$ cat src/verilog/cal_seq_pkg.sv
// shared constants and types of the calibration sequencer
`default_nettype none
package cal_seq_pkg;
  // ==========================================
  // phase timing in master clock cycles, from the durations at the reference rate
  localparam int unsigned REF_CLK_KHZ = 6000;
  localparam int unsigned T_FULL_US = 41_700;
  localparam int unsigned T_GAIN_OFFSET_US = 9_260;
  localparam int unsigned T_SINGLE_US = 4_630;
  localparam int unsigned FULL_CYC = T_FULL_US * REF_CLK_KHZ / 1000;
  localparam int unsigned SINGLE_CYC = T_SINGLE_US * REF_CLK_KHZ / 1000;
  localparam int unsigned DAC_CYC = FULL_CYC - T_GAIN_OFFSET_US * REF_CLK_KHZ / 1000;
  localparam int unsigned CNT_W = 22;
  // ==========================================
  // trim range, in codes of a 14-bit full scale
  localparam int unsigned FULL_SCALE_CODES = 16384;
  localparam int unsigned OFFSET_RANGE_PPM = 37500;
  localparam int unsigned GAIN_RANGE_PPM = 18750;
  localparam int unsigned OFFSET_LIM = OFFSET_RANGE_PPM * FULL_SCALE_CODES / 1_000_000;
  localparam int unsigned GAIN_LIM = GAIN_RANGE_PPM * FULL_SCALE_CODES / 1_000_000;
  localparam int unsigned TRIM_W = 12;
  localparam int unsigned ERR_W = 16;
  // ==========================================
  // reset values
  localparam logic PIN_IDLE = 1'b1;
  localparam logic [TRIM_W-1:0] TRIM_RST = 12'h000;
  // ==========================================
  // calibration types, in the order of the mode input
  typedef enum logic [2:0] {
    SELF_FULL, SELF_GAIN_OFFSET, SELF_OFFSET, SELF_GAIN,
    SYS_FULL, SYS_GAIN_OFFSET, SYS_OFFSET, SYS_GAIN
  } cal_mode_t;
  typedef enum logic [2:0] {ST_IDLE, ST_DAC, ST_GAIN, ST_OFFSET, ST_WAIT_TRIG} cal_state_t;
endpackage
`default_nettype wire

$ cat src/verilog/sat_trim.sv
// saturating trim accumulator for one error term
`timescale 1ns/100ps
`default_nettype none
module sat_trim #(
  parameter int unsigned TW = 12,
  parameter int unsigned EW = 16,
  parameter int unsigned LIM = 614
) (
  // clock and reset
  input wire logic clk,
  input wire logic rst,
  // correction step
  input wire logic apply,
  input wire logic signed [EW-1:0] err,
  // trim value
  output logic signed [TW-1:0] trim
);
  localparam int unsigned SW = EW + 1;
  typedef struct packed {
    logic signed [TW-1:0] trim;
  } trim_st_t;
  trim_st_t cur_ff;
  trim_st_t nxt_st;
  logic signed [SW-1:0] sum;
  // ==========================================
  // trim moves against the error, both signs, clamped at the range
  always_comb begin
    nxt_st = cur_ff;
    sum = SW'(cur_ff.trim) - SW'(err);
    if (apply) begin
      if (sum > $signed(SW'(LIM))) begin
        nxt_st.trim = TW'(LIM);
      end else if (sum < -$signed(SW'(LIM))) begin
        nxt_st.trim = -$signed(TW'(LIM));
      end else begin
        nxt_st.trim = TW'(sum);
      end
    end
  end
  always_ff @(posedge clk) begin
    if (rst) begin
      cur_ff <= '{trim: cal_seq_pkg::TRIM_RST};
    end else begin
      cur_ff <= nxt_st;
    end
  end
  assign trim = cur_ff.trim;
endmodule // sat_trim
`default_nettype wire

$ cat src/verilog/cal_sequencer.sv
// calibration sequencer: pin and software starts, phase timing, busy, trims
// How it works
// - power-on: the first start after reset, pin rise or software pulse, runs a full self-calibration
// - power-on full calibration lasts the full duration in master clock cycles
// - four self types: full, gain plus offset, offset only, gain only
// - gain plus offset trims gain then offset, leaves the dac trim alone
// - offset phases move the zero-scale trim, gain phases the full-scale trim
// - pin falling edge resets the device, the next rising edge starts calibration
// - a software start pulse also begins the selected calibration once the power-on calibration has begun
// - busy rises the cycle after a software start, and on the third clock edge after a pin rise
// - busy stays high through self calibration and through each system phase; its length follows the type
// - trims saturate at the offset and gain range limits
// - trims correct errors of either sign
// - combined system calibration trims offset last, so offset wins
// - durations: full, offset plus gain, and single phases per type
// - full or combined system: busy drops after gain, trigger starts offset phase
`timescale 1ns/100ps
`default_nettype none
module cal_sequencer #(
  parameter int unsigned DAC_CYCLES = cal_seq_pkg::DAC_CYC,
  parameter int unsigned PHASE_CYCLES = cal_seq_pkg::SINGLE_CYC
) (
  // clock and reset
  input wire logic CLK,
  input wire logic RST,
  // pins from outside
  input wire logic CAL_N,
  input wire logic SAMPLE_TRIGGER,
  // control register side
  input wire logic TRIM_START_BIT,
  input wire logic [2:0] CAL_MODE,
  // measured errors from the converter
  input wire logic signed [cal_seq_pkg::ERR_W-1:0] OFFSET_ERR,
  input wire logic signed [cal_seq_pkg::ERR_W-1:0] GAIN_ERR,
  // status
  output logic BUSY,
  output logic CAL_RESET,
  output logic POWER_ON_CAL,
  // phase strobes to the analog trim
  output logic DAC_TRIM_ACTIVE,
  output logic GAIN_TRIM_ACTIVE,
  output logic OFFSET_TRIM_ACTIVE,
  // trim values
  output logic signed [cal_seq_pkg::TRIM_W-1:0] OFFSET_TRIM,
  output logic signed [cal_seq_pkg::TRIM_W-1:0] GAIN_TRIM
);
  localparam int unsigned CW = cal_seq_pkg::CNT_W;
  typedef struct packed {
    logic cal_s1;
    logic cal_s2;
    logic cal_prev;
    logic trg_s1;
    logic trg_s2;
    logic trg_prev;
    logic pwron_pending;
    logic pwron_run;
    logic busy;
    logic cal_reset;
    cal_seq_pkg::cal_mode_t mode;
    cal_seq_pkg::cal_state_t state;
    logic [CW-1:0] cnt;
  } seq_t;
  seq_t cur_ff;
  seq_t nxt_st;
  logic cal_fall;
  logic cal_rise;
  logic trg_rise;
  logic start;
  logic phase_end;
  logic apply_off;
  logic apply_gain;
  cal_seq_pkg::cal_mode_t sel_mode;
  // ==========================================
  // edge detection on synchronised pins
  assign cal_fall = cur_ff.cal_prev && !cur_ff.cal_s2;
  assign cal_rise = !cur_ff.cal_prev && cur_ff.cal_s2;
  assign trg_rise = !cur_ff.trg_prev && cur_ff.trg_s2;
  assign start = (cal_rise || TRIM_START_BIT) && !cal_fall;
  assign phase_end = (cur_ff.cnt == '0) && (cur_ff.state inside
    {cal_seq_pkg::ST_DAC, cal_seq_pkg::ST_GAIN, cal_seq_pkg::ST_OFFSET});
  assign sel_mode = cur_ff.pwron_pending ? cal_seq_pkg::SELF_FULL
                                         : cal_seq_pkg::cal_mode_t'(CAL_MODE);
  assign apply_off = phase_end && cur_ff.state == cal_seq_pkg::ST_OFFSET && !cal_fall;
  assign apply_gain = phase_end && cur_ff.state == cal_seq_pkg::ST_GAIN && !cal_fall;
  // ==========================================
  // sequencing
  always_comb begin
    nxt_st = cur_ff;
    nxt_st.cal_s1 = CAL_N;
    nxt_st.cal_s2 = cur_ff.cal_s1;
    nxt_st.cal_prev = cur_ff.cal_s2;
    nxt_st.trg_s1 = SAMPLE_TRIGGER;
    nxt_st.trg_s2 = cur_ff.trg_s1;
    nxt_st.trg_prev = cur_ff.trg_s2;
    nxt_st.cal_reset = 1'b0;
    if (cur_ff.cnt != '0) begin
      nxt_st.cnt = cur_ff.cnt - 1'b1;
    end
    if (cal_fall) begin
      nxt_st.cal_reset = 1'b1;
      nxt_st.state = cal_seq_pkg::ST_IDLE;
      nxt_st.busy = 1'b0;
      nxt_st.pwron_run = 1'b0;
      nxt_st.cnt = '0;
    end else if (start && cur_ff.state == cal_seq_pkg::ST_IDLE) begin
      nxt_st.mode = sel_mode;
      nxt_st.pwron_run = cur_ff.pwron_pending;
      nxt_st.pwron_pending = 1'b0;
      nxt_st.busy = 1'b1;
      case (sel_mode)
        cal_seq_pkg::SELF_FULL, cal_seq_pkg::SYS_FULL: begin
          nxt_st.state = cal_seq_pkg::ST_DAC;
          nxt_st.cnt = CW'(DAC_CYCLES - 1);
        end
        cal_seq_pkg::SELF_OFFSET, cal_seq_pkg::SYS_OFFSET: begin
          nxt_st.state = cal_seq_pkg::ST_OFFSET;
          nxt_st.cnt = CW'(PHASE_CYCLES - 1);
        end
        default: begin
          nxt_st.state = cal_seq_pkg::ST_GAIN;
          nxt_st.cnt = CW'(PHASE_CYCLES - 1);
        end
      endcase
    end else begin
      case (cur_ff.state)
        cal_seq_pkg::ST_DAC: begin
          if (phase_end) begin
            nxt_st.state = cal_seq_pkg::ST_GAIN;
            nxt_st.cnt = CW'(PHASE_CYCLES - 1);
          end
        end
        cal_seq_pkg::ST_GAIN: begin
          if (phase_end) begin
            case (cur_ff.mode)
              cal_seq_pkg::SELF_FULL, cal_seq_pkg::SELF_GAIN_OFFSET: begin
                nxt_st.state = cal_seq_pkg::ST_OFFSET;
                nxt_st.cnt = CW'(PHASE_CYCLES - 1);
              end
              cal_seq_pkg::SYS_FULL, cal_seq_pkg::SYS_GAIN_OFFSET: begin
                nxt_st.state = cal_seq_pkg::ST_WAIT_TRIG;
                nxt_st.busy = 1'b0;
              end
              default: begin
                nxt_st.state = cal_seq_pkg::ST_IDLE;
                nxt_st.busy = 1'b0;
                nxt_st.pwron_run = 1'b0;
              end
            endcase
          end
        end
        cal_seq_pkg::ST_OFFSET: begin
          if (phase_end) begin
            nxt_st.state = cal_seq_pkg::ST_IDLE;
            nxt_st.busy = 1'b0;
            nxt_st.pwron_run = 1'b0;
          end
        end
        cal_seq_pkg::ST_WAIT_TRIG: begin
          if (trg_rise) begin
            nxt_st.state = cal_seq_pkg::ST_OFFSET;
            nxt_st.busy = 1'b1;
            nxt_st.cnt = CW'(PHASE_CYCLES - 1);
          end
        end
        default: begin
          nxt_st.state = cal_seq_pkg::ST_IDLE;
        end
      endcase
    end
  end
  always_ff @(posedge CLK) begin
    if (RST) begin
      cur_ff <= '{cal_s1: cal_seq_pkg::PIN_IDLE, cal_s2: cal_seq_pkg::PIN_IDLE,
                  cal_prev: cal_seq_pkg::PIN_IDLE, trg_s1: 1'b0, trg_s2: 1'b0,
                  trg_prev: 1'b0, pwron_pending: 1'b1, pwron_run: 1'b0,
                  busy: 1'b0, cal_reset: 1'b0, mode: cal_seq_pkg::SELF_FULL,
                  state: cal_seq_pkg::ST_IDLE, cnt: '0};
    end else begin
      cur_ff <= nxt_st;
    end
  end
  // ==========================================
  // trims
  sat_trim #(
    .TW(cal_seq_pkg::TRIM_W),
    .EW(cal_seq_pkg::ERR_W),
    .LIM(cal_seq_pkg::OFFSET_LIM)
  ) u_offset_trim (
    .clk(CLK),
    .rst(RST),
    .apply(apply_off),
    .err(OFFSET_ERR),
    .trim(OFFSET_TRIM)
  );
  sat_trim #(
    .TW(cal_seq_pkg::TRIM_W),
    .EW(cal_seq_pkg::ERR_W),
    .LIM(cal_seq_pkg::GAIN_LIM)
  ) u_gain_trim (
    .clk(CLK),
    .rst(RST),
    .apply(apply_gain),
    .err(GAIN_ERR),
    .trim(GAIN_TRIM)
  );
  // ==========================================
  // outputs
  assign BUSY = cur_ff.busy;
  assign CAL_RESET = cur_ff.cal_reset;
  assign POWER_ON_CAL = cur_ff.pwron_run;
  assign DAC_TRIM_ACTIVE = cur_ff.state == cal_seq_pkg::ST_DAC;
  assign GAIN_TRIM_ACTIVE = cur_ff.state == cal_seq_pkg::ST_GAIN;
  assign OFFSET_TRIM_ACTIVE = cur_ff.state == cal_seq_pkg::ST_OFFSET;
  // ==========================================
  // checks
  chk_busy_on_start: assert property (@(posedge CLK) disable iff (RST)
    (start && cur_ff.state == cal_seq_pkg::ST_IDLE) |=> BUSY)
    else $error("busy did not rise after a start");
  chk_fall_resets: assert property (@(posedge CLK) disable iff (RST)
    cal_fall |=> CAL_RESET && !BUSY && cur_ff.state == cal_seq_pkg::ST_IDLE)
    else $error("pin fall did not reset the sequencer");
  chk_pwron_full: assert property (@(posedge CLK) disable iff (RST)
    (start && cur_ff.pwron_pending && cur_ff.state == cal_seq_pkg::ST_IDLE)
    |=> DAC_TRIM_ACTIVE && POWER_ON_CAL)
    else $error("power-on calibration did not begin with the dac phase");
  chk_go_skips_dac: assert property (@(posedge CLK) disable iff (RST)
    (start && !cur_ff.pwron_pending && cur_ff.state == cal_seq_pkg::ST_IDLE &&
     CAL_MODE == 3'h1) |=> GAIN_TRIM_ACTIVE ##0 !DAC_TRIM_ACTIVE)
    else $error("gain plus offset did not start with gain");
  chk_busy_in_phase: assert property (@(posedge CLK) disable iff (RST)
    (DAC_TRIM_ACTIVE || GAIN_TRIM_ACTIVE || OFFSET_TRIM_ACTIVE) |-> BUSY)
    else $error("busy low during a phase");
  chk_offset_bound: assert property (@(posedge CLK) disable iff (RST)
    OFFSET_TRIM <= $signed(cal_seq_pkg::TRIM_W'(cal_seq_pkg::OFFSET_LIM)) &&
    OFFSET_TRIM >= -$signed(cal_seq_pkg::TRIM_W'(cal_seq_pkg::OFFSET_LIM)))
    else $error("offset trim outside range");
  chk_gain_bound: assert property (@(posedge CLK) disable iff (RST)
    GAIN_TRIM <= $signed(cal_seq_pkg::TRIM_W'(cal_seq_pkg::GAIN_LIM)) &&
    GAIN_TRIM >= -$signed(cal_seq_pkg::TRIM_W'(cal_seq_pkg::GAIN_LIM)))
    else $error("gain trim outside range");
  chk_sys_wait: assert property (@(posedge CLK) disable iff (RST)
    (apply_gain && (cur_ff.mode == cal_seq_pkg::SYS_FULL ||
     cur_ff.mode == cal_seq_pkg::SYS_GAIN_OFFSET)) |=> !BUSY ##1 !BUSY)
    else $error("busy did not drop between system gain and offset");
  chk_phase_hold: assert property (@(posedge CLK) disable iff (RST)
    (GAIN_TRIM_ACTIVE && cur_ff.cnt != '0 && !cal_fall) |=> GAIN_TRIM_ACTIVE)
    else $error("gain phase ended before its count");
  chk_dac_to_gain: assert property (@(posedge CLK) disable iff (RST)
    (DAC_TRIM_ACTIVE && phase_end && !cal_fall) |=> GAIN_TRIM_ACTIVE && BUSY)
    else $error("dac phase did not hand over to gain");
  chk_offset_follows: assert property (@(posedge CLK) disable iff (RST)
    (apply_gain && (cur_ff.mode == cal_seq_pkg::SELF_FULL ||
     cur_ff.mode == cal_seq_pkg::SELF_GAIN_OFFSET)) |=> OFFSET_TRIM_ACTIVE && BUSY)
    else $error("self gain phase not followed by offset");
  chk_gain_only_ends: assert property (@(posedge CLK) disable iff (RST)
    (apply_gain && (cur_ff.mode == cal_seq_pkg::SELF_GAIN ||
     cur_ff.mode == cal_seq_pkg::SYS_GAIN))
    |=> !BUSY && cur_ff.state == cal_seq_pkg::ST_IDLE)
    else $error("gain only calibration did not end");
  chk_offset_ends: assert property (@(posedge CLK) disable iff (RST)
    apply_off |=> !BUSY && !POWER_ON_CAL && cur_ff.state == cal_seq_pkg::ST_IDLE)
    else $error("busy did not fall after the offset phase");
  chk_wait_not_busy: assert property (@(posedge CLK) disable iff (RST)
    (cur_ff.state == cal_seq_pkg::ST_WAIT_TRIG) |-> !BUSY && !OFFSET_TRIM_ACTIVE)
    else $error("busy high while waiting for the trigger");
  chk_trig_resumes: assert property (@(posedge CLK) disable iff (RST)
    (cur_ff.state == cal_seq_pkg::ST_WAIT_TRIG && trg_rise && !cal_fall)
    |=> OFFSET_TRIM_ACTIVE && BUSY)
    else $error("trigger did not start the system offset phase");
  chk_wait_holds: assert property (@(posedge CLK) disable iff (RST)
    (cur_ff.state == cal_seq_pkg::ST_WAIT_TRIG && !trg_rise && !cal_fall)
    |=> cur_ff.state == cal_seq_pkg::ST_WAIT_TRIG)
    else $error("left the trigger wait without a trigger");
  chk_start_ignored: assert property (@(posedge CLK) disable iff (RST)
    (start && BUSY && !phase_end) |=> BUSY && $stable(cur_ff.mode))
    else $error("a start was taken while busy");
  chk_trims_kept: assert property (@(posedge CLK) disable iff (RST)
    cal_fall |=> $stable(OFFSET_TRIM) && $stable(GAIN_TRIM))
    else $error("internal reset changed a trim");
  chk_pwron_busy: assert property (@(posedge CLK) disable iff (RST)
    POWER_ON_CAL |-> BUSY)
    else $error("power-on flag high while not busy");
  chk_count_down: assert property (@(posedge CLK) disable iff (RST)
    (BUSY && cur_ff.cnt != '0 && !cal_fall) |=> cur_ff.cnt == $past(cur_ff.cnt) - 1'b1)
    else $error("phase counter did not step down");
  chk_full_start: assert property (@(posedge CLK) disable iff (RST)
    (start && cur_ff.state == cal_seq_pkg::ST_IDLE &&
     (cur_ff.pwron_pending || CAL_MODE == 3'h0 || CAL_MODE == 3'h4)) |=> DAC_TRIM_ACTIVE)
    else $error("full calibration did not begin with the dac phase");
  chk_offset_start: assert property (@(posedge CLK) disable iff (RST)
    (start && !cur_ff.pwron_pending && cur_ff.state == cal_seq_pkg::ST_IDLE &&
     (CAL_MODE == 3'h2 || CAL_MODE == 3'h6)) |=> OFFSET_TRIM_ACTIVE && !GAIN_TRIM_ACTIVE)
    else $error("offset only calibration did not begin with offset");
  chk_gain_start: assert property (@(posedge CLK) disable iff (RST)
    (start && !cur_ff.pwron_pending && cur_ff.state == cal_seq_pkg::ST_IDLE &&
     (CAL_MODE == 3'h3 || CAL_MODE == 3'h5 || CAL_MODE == 3'h7)) |=> GAIN_TRIM_ACTIVE)
    else $error("gain first calibration did not begin with gain");
endmodule // cal_sequencer
`default_nettype wire

$ cat config.mk
export PLATFORM = sky130hd
export DESIGN_NAME = cal_sequencer
export DESIGN_NICKNAME = d
export VERILOG_FILES = /design/src/verilog/cal_seq_pkg.sv /design/src/verilog/sat_trim.sv /design/src/verilog/cal_sequencer.sv
export SDC_FILE = /design/constraint.sdc
export NUM_CORES = 1
export LEC_CHECK = 0
export BUFFER_PORTS_ARGS = -buffer_cell sky130_fd_sc_hd__buf_2
export CAP_MARGIN = 5
export CORE_ASPECT_RATIO = 0.75
export CORE_MARGIN = 1
export CORE_UTILIZATION = 30
export DETAILED_ROUTE_END_ITERATION = 8
export GPL_ROUTABILITY_DRIVEN = 0
export PLACE_DENSITY = 0.5
export SLEW_MARGIN = 20
export SYNTH_ARGS = -nofsm -noshare
export SYNTH_HDL_FRONTEND = slang
export SYNTH_SLANG_ARGS = --single-unit
$ cat constraint.sdc
create_clock -name CLK -period 9.36 [get_ports CLK]
set_input_delay 0.468 -clock CLK [delete_from_list [all_inputs] [get_ports CLK]]
set_output_delay 0.468 -clock CLK [all_outputs]
set_load 0.02 [all_outputs]
### After elaboration in Yosys (flattened, before gate mapping)

Index checks and enable logic that the tools add are counted.

| storage, ports and cells | value |
|---|---|
| logic and storage cells | 97 |
| bits of input ports | 40 |
| register bits | 62 |
| output and inout bits | 30 |

| cells by class | value |
|---|---|
| eq/ne operators | 16 |
| bitwise operators | 1 |
| $add $sub $neg | 3 |
| multiplexer cells | 25 |
| magnitude comparators | 4 |
| reduce and logical (&&, ||, !) cells | 33 |

Operator list:

| cell | number |
|---|---|
| 2-to-1 mux 25 bit | 4 |
| case mux 22 bit (3 select lines) | 1 |
| 2-to-1 mux 12 bit | 4 |
| case mux 24 bit (2 select lines) | 1 |
| 2-to-1 mux 22 bit | 2 |
| subtractor 12 x 16 -> 17 bit | 2 |
| logical NOT 22 bit | 1 |
| nonzero test 22 bit | 1 |
| subtractor 22 x 1 -> 22 bit, second input constant | 1 |
| > comparator 17 x 10 -> 1 bit, second input constant | 1 |
| > comparator 17 x 11 -> 1 bit, second input constant | 1 |
| < comparator 17 x 10 -> 1 bit, second input constant | 1 |
| < comparator 17 x 11 -> 1 bit, second input constant | 1 |
| equality test 3 bit, second input constant | 5 |
| case mux 3 bit (4 select lines) | 1 |
| logical AND 1 bit | 10 |
| OR reduction 2 bit | 5 |
| equality test 3 x 2 -> 1 bit, second input constant | 3 |
| logical NOT 3 bit | 3 |
| inequality test 3 x 1 -> 1 bit, second input constant | 3 |
| AND reduction 4 bit | 2 |
| equality test 3 x 1 -> 1 bit, second input constant | 2 |
| 2-to-1 mux 2 bit | 3 |
| 2-to-1 mux 3 bit | 2 |
| other kinds (14) | 22 |

### Depth between registers and ports, before layout

Gate-level depths: netlist of the first run.

| depth | value |
|---|---|
| word-level depth | 7 |
| gate-level depth with buffers | 12 |
| depth with buffers taken out | 12 |

### Cells and area by module

Synthesis of the first run repeated with hierarchy kept, for this count alone.

| second synthesis, totals | value |
|---|---|
| cell total of the unflattened synthesis | 626 |
| area, all modules | 5008.6 um^2 |

Modules (own cells, without submodules):

| module | instances | cells each | sequential area each (um^2) | area an instance (um^2) |
|---|---|---|---|---|
| cal_sequencer | 1 | 227 | 740.7 | 1943.1 |
| sat_trim at u_gain_trim | 1 | 199 | 240.2 | 1577.8 |
| sat_trim at u_offset_trim | 1 | 200 | 240.2 | 1487.7 |

### Worst setup path after synthesis of the first run

No wires, ideal clock.

| path | value |
|---|---|
| path kind | register -> register |
| start point | register u_offset_trim.cur_ff (netlist bit u_offset_trim.trim[0]) |
| end point | register u_offset_trim.cur_ff (netlist bit u_offset_trim.trim[2]) |
| cell stages (with the launch flop) | 13 |
| buffers on the path | 0 |
| path slack | 6.242 ns |
| data arrival time | 2.987 ns |
| cell sequence | dfxtp_1 > inv_1 > ha_1 > fa_1 > nor2b_1 > o31a_1 > a21oi_1 > o311a_1 > a211o_1 > a211o_1 > o32ai_4 > o21ai_1 > nor3b_1 |

| between the ends | value |
|---|---|
| cells in the longest elaborated chain, start to end | 4 |

Ends and longest elaborated chain:

| element | line | source |
|---|---|---|
| from (decl) | sat_trim.sv:22 | `trim_st_t cur_ff;` |
| from (signal assigned) | sat_trim.sv:42 | `cur_ff <= '{trim: cal_seq_pkg::TRIM_RST};` |
| from (signal assigned) | sat_trim.sv:44 | `cur_ff <= nxt_st;` |
| subtractor 12 x 16 -> 17 bit * | sat_trim.sv:29 | `sum = SW'(cur_ff.trim) - SW'(err);` |
| < comparator 17 x 11 -> 1 bit | sat_trim.sv:33 | `end else if (sum < -$signed(SW'(LIM))) begin` |
| 2-to-1 mux 12 bit | sat_trim.sv:33 |  |
| 2-to-1 mux 12 bit * | sat_trim.sv:31 | `if (sum > $signed(SW'(LIM))) begin` |

Mark *: on every way between the ends. The rest lies on a longest branch, timed or not.
A chain may end at the register's enable or synchronous reset.

### Worst setup path in the final report of the first run

Same ends and word-level chain as after synthesis.

==> impl_metrics.yaml, run 1 <==
cells_and_area:
  num_antenna_cells: 0
  areaGrowthSynthToFinish_pct: 17.5
  finalNetCount: 757
  finalNonFillerCells: 890
  design_area_um2: 5540
  drive_gt1_share_pct: 14.9
worst_setup_path:
  crit_path_cell_trace: "inv_1, ha_1, fa_1, nor2b_1, o31ai_1, a2111oi_1, nor4_1, nor3b_2, o21ai_1, o32ai_4, o21ai_1, nor3b_1"
  crit_path_max_incr_delay_ps: 570
  cp.buffers_inverters: 1
  critPathArrivalTime_ps: 3640
  crit_slowest_cell: "a2111oi_1"
  crit-reg2reg-launch: "u_offset_trim.trim[0]"
  reg2reg_slack_ps: 5900
  cp_max_fo: 6
  end_kind: "flop"
  worstSetupPathType: "reg -> reg"
  startpoint_type: "flop"
  rr_worst_depth: 12
  path_common_cell: "o21ai_1"
  worst_r2r_endpoint: "u_offset_trim.trim[2]"
  crit_family: "compound AO/OA/AOI/OAI gates"
  required_ps: 9540
cts:
  clock_latency_ps: 330
  cts_tree: "yes"
  cts_setup_buffers: 0
  cts_resized: 0
  cts_hold_buf: 0
  cts-root-buf: "clkbuf_16"
  path_clk_slew_ps: 50
  htreeDepth: 3
  cts_buffers: 9
  clock-sinks: 61
  clockBufferDepth: 2
global_route:
  grt_max_degree: 34
  gr-usage-all-layers_pct: 15.9
  antenna_found_initial: 0
  grt_pass1_vias: 4283
  overflow: 0
  grt_first_pass_wirelength_mm: 21.0
synthesis:
  syn-cell-area_um2: 4710
  yosys.area.top_type_share_pct: 25.9
  ys_ff_latch: 61
  ys_warn_count: 0
  synth_edf_count: 0
  asyncSetResetFlopFracSynth_pct: 0
  synth_area_per_cell_um2: 7.68
  yosysMostFrequentCell: "nor2_1"
  synth_top_flop_cell: "dfxtp_1"
  syn_inst: 614
  yosysUniqueCellTypes: 69
  seq_area_frac_synth_pct: 25.9
  synthTopCellsByArea: "dfxtp_1 26%, ha_1 9.0%, a21oi_1 6.1%, nor2_1 4.9%, xnor2_1 4.5%"
  syn_nets: 690
  synth_top_area_cell: "dfxtp_1"
  synth_commonest_cells: "62 x nor2_1, 61 x dfxtp_1, 57 x a21oi_1, 55 x inv_1, 38 x nand2_1"
hold_path:
  hold_end: "cur_ff[37]"
  hp-start: "CAL_N"
  min_path_cells: 2
  min_path_type: "in -> reg"
pwr:
  p_sw_share_pct: 32.5
  combPwrFrac_pct: 28.6
  powerDensity_nw_per_um2: 157
  p_switching_w: 0.000283
  clkPwrFrac_pct: 35.6
  seqPwrFrac_pct: 35.8
  p_int_w: 0.000589
  vdd_drop_max_mv: 0.0826
  p_leak_nw: 2.37
drt:
  ant_nets: 0
  first_iter_violations: 222
  dr.pass1.iters: 5
  via_per_inst: 5.13
  wl_per_cell_um: 14.1
  routed-via-count: 4566
  drc: 0
  routed_wl_mm: 12.6
timing:
  fmax_mhz: 289
  final.min_clock_period_ps: 3460
  finalHoldViolations: 0
  rsz0062_at_grt: "false"
  max-slew-margin-rel_pct: 41.7
  fin_crit_sh_pct: 37.0
  setup_tns_ps: 0
  worst_pin_slew_ps: 875
  finalSetupViolations: 0
  fin_ws_ps: 5900
  skew_ps: 7.66
  fin_hold_ws_ps: 371
  drv_slew: 0
job:
  maxCapViolCount: 0
placed_design:
  dp_slack_ps: 5770
  portBuffers: 69
  dp_hpwl_mm: 10.0
  dpl-instance-area_um2: 5260
  dp.cells: 875
die:
  die_w_um: 147
  rows: 39
  core_um2: 15300
  io_pins: 70
  die_h_um: 111
  dieArea_um2: 16200
  initial_core_util_pct: 30.9
status:
  status: "completed"
[worst register-to-register path, cell delays in order (launching register included)]
cell       delay [ps]
dfxtp_1           350
inv_1              60
ha_1              220
fa_1              410
nor2b_1           230
o31ai_1           140
a2111oi_1         570
nor4_1            140
nor3b_2           370
o21ai_1           210
o32ai_4           320
o21ai_1           120
nor3b_1           160
[routing by layer]
layer	vias to the layer above	wire [um]	global-route usage (%)
li1	2348	-	-
met1	2096	6570	22.6
met2	113	5300	24.3
met3	9	595	2.69
met4	0	105	4.72
met5	-	0	0
[kinds of logic (layout without fill, tap and decap cells)]
group / Yosys count / in the layout / share of synthesized area (%)
simple gates: 219 / 219 / 24.5
mux: 2 / 2 / 0.478
flops: 61 / 61 / 25.9
compound gates: 192 / 192 / 27.1
xor+xnor: 34 / 34 / 6.32
buf+inv: 69 / 140 / 5.68
fa+ha+maj: 37 / 37 / 10.1
[power groups by stage]
| stage | clock (W) | combinational, W | sequential, W |
|---|---|---|---|
| global placement | 0 | 0.000245 | 0.000316 |
| floorplan | 0 | 0.000192 | 0.000315 |
| finish | 0.000310 | 0.000249 | 0.000312 |
| global route | 0.000329 | 0.000280 | 0.000316 |
| detailed placement | 0 | 0.000249 | 0.000317 |
| CTS | 0.000318 | 0.000251 | 0.000312 |
[cell type report]
class	instances	area, um^2
Clock buffer	14	274
Multi-Input combinational cell	484	3230
Sequential cell	61	1220
Tap cell	205	256
Clock inverter	1	5.00
Timing Repair Buffer	70	353
Fill cell	1611	9730
Inverter	55	206
[flip-flops by register name, summed over array words and instances, names as in the netlist]
register / flops
u_offset_trim.trim: 12
u_gain_trim.trim: 12
cur_ff: 34
CAL_RESET: 1
POWER_ON_CAL: 1
BUSY: 1
[how the worst max path moves through the flow]
stage                                from               endpoint  slack (ps)  cells past startpoint
floorplan           u_offset_trim.trim[0]  u_offset_trim.trim[2]        6240                     12
global placement            OFFSET_ERR[0]  u_offset_trim.trim[2]        5860                     12
detailed placement          OFFSET_ERR[0]  u_offset_trim.trim[2]        5770                     12
CTS                 u_offset_trim.trim[0]  u_offset_trim.trim[2]        5970                     12
global route        u_offset_trim.trim[0]  u_offset_trim.trim[2]        5640                     12
finish              u_offset_trim.trim[0]  u_offset_trim.trim[2]        5900                     12
[cell usage in the layout, fill, tap and decap left out, types with 3 or more instances in the layout]
| cell | count |
|---|---|
| dfxtp_1 | 61 |
| ha_1 | 34 |
| and3b_1 | 4 |
| o211ai_1 | 5 |
| clkbuf_8 | 3 |
| xnor2_1 | 24 |
| a21oi_1 | 57 |
| and3_1 | 5 |
| nor4_1 | 9 |
| o311ai_0 | 3 |
| o2111ai_1 | 4 |
| clkbuf_16 | 9 |
| nor3_1 | 20 |
| or2_2 | 4 |
| a211oi_1 | 11 |
| a22oi_1 | 3 |
| a21o_1 | 3 |
| xor2_1 | 10 |
| o21a_1 | 18 |
| a211o_1 | 4 |
| nor3b_1 | 4 |
| or3_1 | 7 |
| nand2_1 | 38 |
| inv_1 | 55 |
| nand2b_1 | 14 |
| nand3_1 | 18 |
| or4_1 | 4 |
| o21ai_0 | 37 |
| a31oi_1 | 5 |
| o21ai_1 | 10 |
| buf_2 | 69 |
| o31a_1 | 4 |
| a2111oi_0 | 3 |
| o21bai_1 | 3 |
| o22ai_1 | 4 |
| nor2_1 | 62 |
| nor2b_1 | 15 |
[through the flow]
stage	util, %	power, W
3_5_place_dp	34.5	0.000566
3_3_place_gp	34.5	0.000562
4_1_cts	36.3	0.000881
2_1_floorplan	-	0.000507
5_1_grt	36.3	0.000925
6_report	36.3	0.000872
(Power assumes the default switching activity.)
==> inputs of run 2 (changes only) <==
Settings changed: PLACE_DENSITY 0.5 to 0.52.
Clock period 9.36 ns to 2.84 ns, I/O delays scaled along.
==> run 2 against run 1 <==
The flow now finishes with violations (negative setup slack). First-iteration DRC count increased by 18%. Sequential cell count unchanged. Sequential share of layout area fell by 3.7 points. Sequential power grew to 3.3 times the previous value. Critical path type unchanged. Largest power group unchanged.
==> impl_metrics.yaml, run 2 (synthesis gave the netlist of run 1 again) <==
status:
  status: "complete, but fails checks"
  violations: "negative setup slack"
cells_and_area:
  areaGrowthSynthToFinish_pct: 42.2
  largest_register_ffs: 34
  final_common_cell: "buf_4"
  num_antenna_cells: 0
  top_register: "cur_ff"
  final_cell_mix: "108 x buf_4, 70 x buf_2, 61 x nor2_1, 57 x dfxtp_1, 53 x inv_1"
  drive_gt1_share_pct: 33.6
  fillers: 1526
  finalNetCount: 868
timing:
  fmax_mhz: 333
  fin_ws_ps: -167
  finalHoldViolations: 0
  setup_tns_ps: -1410
  drv_slew: 0
  worst_pin_slew_ps: 514
  skew_ps: 11.9
  rsz0062_at_grt: "true"
  final.min_clock_period_ps: 3010
  max-slew-margin-rel_pct: 65.7
  finalSetupViolations: 19
  fin_crit_sh_pct: 106
global_route:
  overflow: 0
  gr-usage-all-layers_pct: 18.3
  grt_first_pass_wirelength_mm: 24.1
  antenna_found_initial: 0
  grt_pass1_vias: 4935
  grt_max_degree: 33
drt:
  via_per_inst: 5.10
  routed-via-count: 5110
  wl_per_cell_um: 14.4
  dr.pass1.iters: 5
  highest_layer: "met4"
  wl_met1_mm: 7.50
  wl_met3_um: 685
  drc: 0
  routed_wl_mm: 14.5
  ant_nets: 0
  first_iter_violations: 261
  dr_wl_met2_mm: 6.13
job:
  maxCapViolCount: 0
pwr:
  p_sw_share_pct: 33.4
  clkPwrFrac_pct: 33.6
  powerDensity_nw_per_um2: 459
  p_int_w: 0.00205
  combPwrFrac_pct: 33.0
  seqPwrFrac_pct: 33.4
  p_switching_w: 0.00103
  vdd_drop_max_mv: 0.308
  p_leak_nw: 3.01
die:
  core_um2: 15300
  initial_core_util_pct: 30.9
  rows: 39
  die_w_um: 147
  die_h_um: 111
  dieArea_um2: 16200
  io_pins: 70
worst_setup_path:
  cp.buffers_inverters: 1
  cp_max_fo: 6
  required_ps: 3040
  crit_slowest_cell: "fa_2"
  worst_r2r_endpoint: "u_offset_trim.trim[2]"
  crit_path_cell_trace: "inv_4, ha_4, fa_2, nor2b_4, o31a_1, o211ai_1, o311a_1, a211o_1, a211o_1, o32ai_4, o21ai_1, nor3b_2"
  end_kind: "flop"
  critPathArrivalTime_ps: 3210
  worstSetupPathType: "reg -> reg"
  startpoint_type: "flop"
  crit_family: "compound AO/OA/AOI/OAI gates"
  path_common_cell: "a211o_1"
  crit-reg2reg-launch: "u_offset_trim.trim[0]"
  crit_path_max_incr_delay_ps: 370
  rr_worst_depth: 12
  reg2reg_slack_ps: -170
hold_path:
  hold_end: "cur_ff[37]"
  min_path_type: "in -> reg"
  hp-start: "CAL_N"
  min_path_cells: 2
cts:
  cts_tree: "yes"
  cts_buffers: 9
  path_clk_slew_ps: 50
  clock-sinks: 61
  cts_hold_buf: 0
  htreeDepth: 3
  cts-root-buf: "clkbuf_16"
  clock_latency_ps: 340
  clockBufferDepth: 2
placed_design:
  dp_hpwl_mm: 11.2
  portBuffers: 69
  dp_slack_ps: -300
## run 2: final cells by class
| type | count | area, um^2 | area share [%] |
|---|---|---|---|
| tap | 205 | 256 | 3.83 |
| timing repair buffer | 181 | 1200 | 18.0 |
| clock buffer | 12 | 256 | 3.83 |
| sequential | 61 | 1230 | 18.4 |
| inverter | 55 | 211 | 3.15 |
| multi-input combinational | 484 | 3520 | 52.6 |
| clock inverter | 4 | 21.3 | 0.317 |
## run 2: worst register-to-register path, cell delays in order, from the launching register on
cell	delay, ps
dfxtp_4	350
inv_4	40
ha_4	150
fa_2	370
nor2b_4	190
o31a_1	230
o211ai_1	190
o311a_1	190
a211o_1	220
a211o_1	310
o32ai_4	370
o21ai_1	100
nor3b_2	160
## run 2: worst max path at each step
stage / from / to / depth (start not counted)
CTS: u_offset_trim.trim[0] / u_offset_trim.trim[2] / 12
global route: u_offset_trim.trim[0] / u_offset_trim.trim[2] / 12
finish: u_offset_trim.trim[0] / u_offset_trim.trim[2] / 12
floorplan: u_offset_trim.trim[5] / u_offset_trim.trim[2] / 10
global placement: u_gain_trim.trim[0] / u_gain_trim.trim[1] / 13
detailed placement: u_gain_trim.trim[0] / u_gain_trim.trim[1] / 13
## run 2: per-layer routing
metal	vias to the layer above	global-route usage (%)
met5	-	0
met4	0	4.93
met3	15	3.51
met2	114	28.0
met1	2393	25.9
li1	2588	-
## run 2: timing repair
action	4_1_cts	5_1_grt
buffers inserted	6	3
hold endpoints to repair	0	0
resized for setup	32	25
endpoints found under the setup margin	19	29
pin swaps	27	18
gates cloned	1	1
## run 2: metrics by stage
| step | area (um^2) | utilization (%) | instances | total power, W | hold slack [ps] |
|---|---|---|---|---|---|
| 3_3_place_gp | 6110 | 40.0 | 975 | 0.00197 | 387 |
| 4_1_cts | 6580 | 43.1 | 998 | 0.00307 | 34.9 |
| 2_1_floorplan | 4800 | - | 614 | 0.00168 | 246 |
| 6_report | 6700 | 43.9 | 1002 | 0.00307 | 39.1 |
| 5_1_grt | 6700 | 43.9 | 1002 | 0.00326 | 38.0 |
| 3_5_place_dp | 6110 | 40.0 | 975 | 0.00198 | 380 |
## run 2: power by group through the flow
stage	combinational [W]	clock (W)	sequential (W)
2_1_floorplan	0.000642	0	0.00104
3_3_place_gp	0.000933	0	0.00104
3_5_place_dp	0.000941	0	0.00104
4_1_cts	0.000980	0.00106	0.00102
5_1_grt	0.00113	0.00110	0.00104
6_report	0.00101	0.00103	0.00103
==> inputs of run 3 (changes only) <==
Settings changed: PLACE_DENSITY 0.52 to 0.5, SKIP_CTS_REPAIR_TIMING set to 1, SKIP_LAST_GASP set to 1.
Clock period 2.84 ns to 3.15 ns, I/O delays scaled along.
==> run 3 against run 2 <==
The run now ends clean. Hold slack worse by 6.9 ps. Setup slack better by 210 ps. Utilization shrank 3.6 points. Global-route usage fell by 1.4 points. Via count is 5.7% lower. First-iteration DRC count decreased by 46%. Wire length is 6.0% lower. Die area stayed put. Register-to-register slack better by 210 ps. Sequential share of layout area grew 1.5 points. Power shrank 7.3%. Largest cell class unchanged. Highest routed layer unchanged.
==> impl_metrics.yaml, run 3 (synthesis gave the netlist of run 1 again) <==
status:
  status: "completed"
worst_setup_path:
  cp.buffers_inverters: 3
  required_ps: 3350
  reg2reg_slack_ps: 40
  crit_path_cell_trace: "inv_2, ha_4, fa_2, nor2b_4, o31ai_4, a2111oi_2, buf_4, o21ai_2, nor3b_4, buf_6, o41a_1, o21ai_1, a21oi_1"
  end_kind: "flop"
  worst_r2r_endpoint: "u_offset_trim.trim[7]"
  crit_cells: 13
  crit-reg2reg-launch: "u_offset_trim.trim[0]"
  worstSetupPathType: "reg -> reg"
  startpoint: "u_offset_trim.trim[0]"
  rr_worst_depth: 13
  crit_path_max_incr_delay_ps: 510
  crit_slowest_cell: "o41a_1"
  critPathCapture: "u_offset_trim.trim[7]"
  startpoint_type: "flop"
  crit_family: "compound AO/OA/AOI/OAI gates"
  cp_max_fo: 5
  critPathArrivalTime_ps: 3310
timing:
  drv_slew: 0
  max-slew-margin-rel_pct: 51.7
  final.min_clock_period_ps: 3110
  setup_tns_ps: 0
  finalSetupViolations: 0
  skew_ps: 8.09
  rsz0062_at_grt: "true"
  fin_hold_ws_ps: 32.3
  worst_pin_slew_ps: 724
  fmax_mhz: 322
  fin_crit_sh_pct: 98.7
  finalHoldViolations: 0
pwr:
  powerDensity_nw_per_um2: 463
  finalPower_w: 0.00285
  vdd_drop_max_mv: 0.276
  p_leak_nw: 2.65
cells_and_area:
  fin_util_pct: 40.3
  areaGrowthSynthToFinish_pct: 30.6
  drive_gt1_share_pct: 25.5
  num_antenna_cells: 0
  top_register: "cur_ff"
  finalNonFillerCells: 935
  finalNetCount: 801
  final_cell_mix: "69 x buf_2, 62 x nor2_1, 59 x dfxtp_1, 54 x inv_1, 53 x a21oi_1"
  largest_register_ffs: 34
  final_common_cell: "buf_2"
drt:
  dr.pass1.iters: 5
  drc: 0
  routed-via-count: 4817
  via_per_inst: 5.15
  routed_wl_mm: 13.6
  first_iter_violations: 142
  wl_per_cell_um: 14.5
  ant_nets: 0
die:
  die_h_um: 111
  die_w_um: 147
  initial_core_util_pct: 30.9
  rows: 39
  core_um2: 15300
  io_pins: 70
  dieArea_um2: 16200
hold_path:
  min_path_type: "in -> reg"
  hp-start: "CAL_N"
job:
  maxCapViolCount: 0
global_route:
  overflow: 0
  grt_first_pass_wirelength_mm: 22.1
  grt_pass1_vias: 4528
  antenna_found_initial: 0
  grt_max_degree: 34
  gr-usage-all-layers_pct: 16.9
placed_design:
  dp.cells: 910
  dp_hpwl_mm: 10.5
  portBuffers: 69
cts:
  path_clk_slew_ps: 60
  cts_buffers: 9
  cts-root-buf: "clkbuf_16"
  clock-sinks: 61
  clockBufferDepth: 2
  cts_tree: "yes"
  clock_latency_ps: 340
  htreeDepth: 3
run 3: cell types whose count changed in the layout (fill, tap and decap cells not counted), sizes merged:
cell,previous run,this run
buf,181,114
clkinv,3,0
clkbuf,12,11
clkinvlp,0,3
bufinv,0,2
inv,56,55
run 3: how the worst min path moves through the flow:
stage / cells past startpoint / slack [ps] / endpoint
final: 2 / 30 / cur_ff[37]
after global routing: 2 / 20 / cur_ff[37]
after CTS: 2 / 20 / cur_ff[37]
after detailed placement: 2 / 380 / cur_ff[37]
after global placement: 2 / 390 / cur_ff[37]
after floorplan: 1 / 260 / cur_ff[37]
run 3: area by class of cell:
type	instances	area [um^2]
clock buffer	11	253
tap	205	256
timing repair buffer	114	687
clock inverter	5	82.6
inverter	55	206
multi-input combinational	484	3450
fill	1559	9110
sequential	61	1220
run 3: worst register-to-register path: stages (launching register included):
cell	delay, ps
dfxtp_2	330
inv_2	50
ha_4	160
fa_2	420
nor2b_4	190
o31ai_4	120
a2111oi_2	370
buf_4	190
o21ai_2	50
nor3b_4	170
buf_6	130
o41a_1	510
o21ai_1	190
a21oi_1	80
run 3: routing by layer:
metal	vias to the layer above	part of all wire, %	global-route usage [%]	wire length (um)
li1	2440	-	-	-
met1	2259	50	23.1	6750
met2	103	44	26.3	6020
met3	15	4.6	3.55	629
met4	0	1.5	5.63	203
met5	-	0	0	0
run 3: metrics by stage:
step                      setup slack (ps)  area, um^2
after detailed placement              -153        5530
after floorplan                       32.1        4710
after CTS                             -184        5860
after global placement                -176        5530
final                                 42.0        6160
after global routing                  -133        6160
run 3: power by group:
| group | internal (W) | switching, W | leakage (nW) |
|---|---|---|---|
| Clock | 0.000735 | 0.000369 | 0.154 |
| Sequential | 0.000851 | 0.0000766 | 0.498 |
| Combinational | 0.000356 | 0.000464 | 2.00 |
| Total | 0.00194 | 0.000909 | 2.65 |
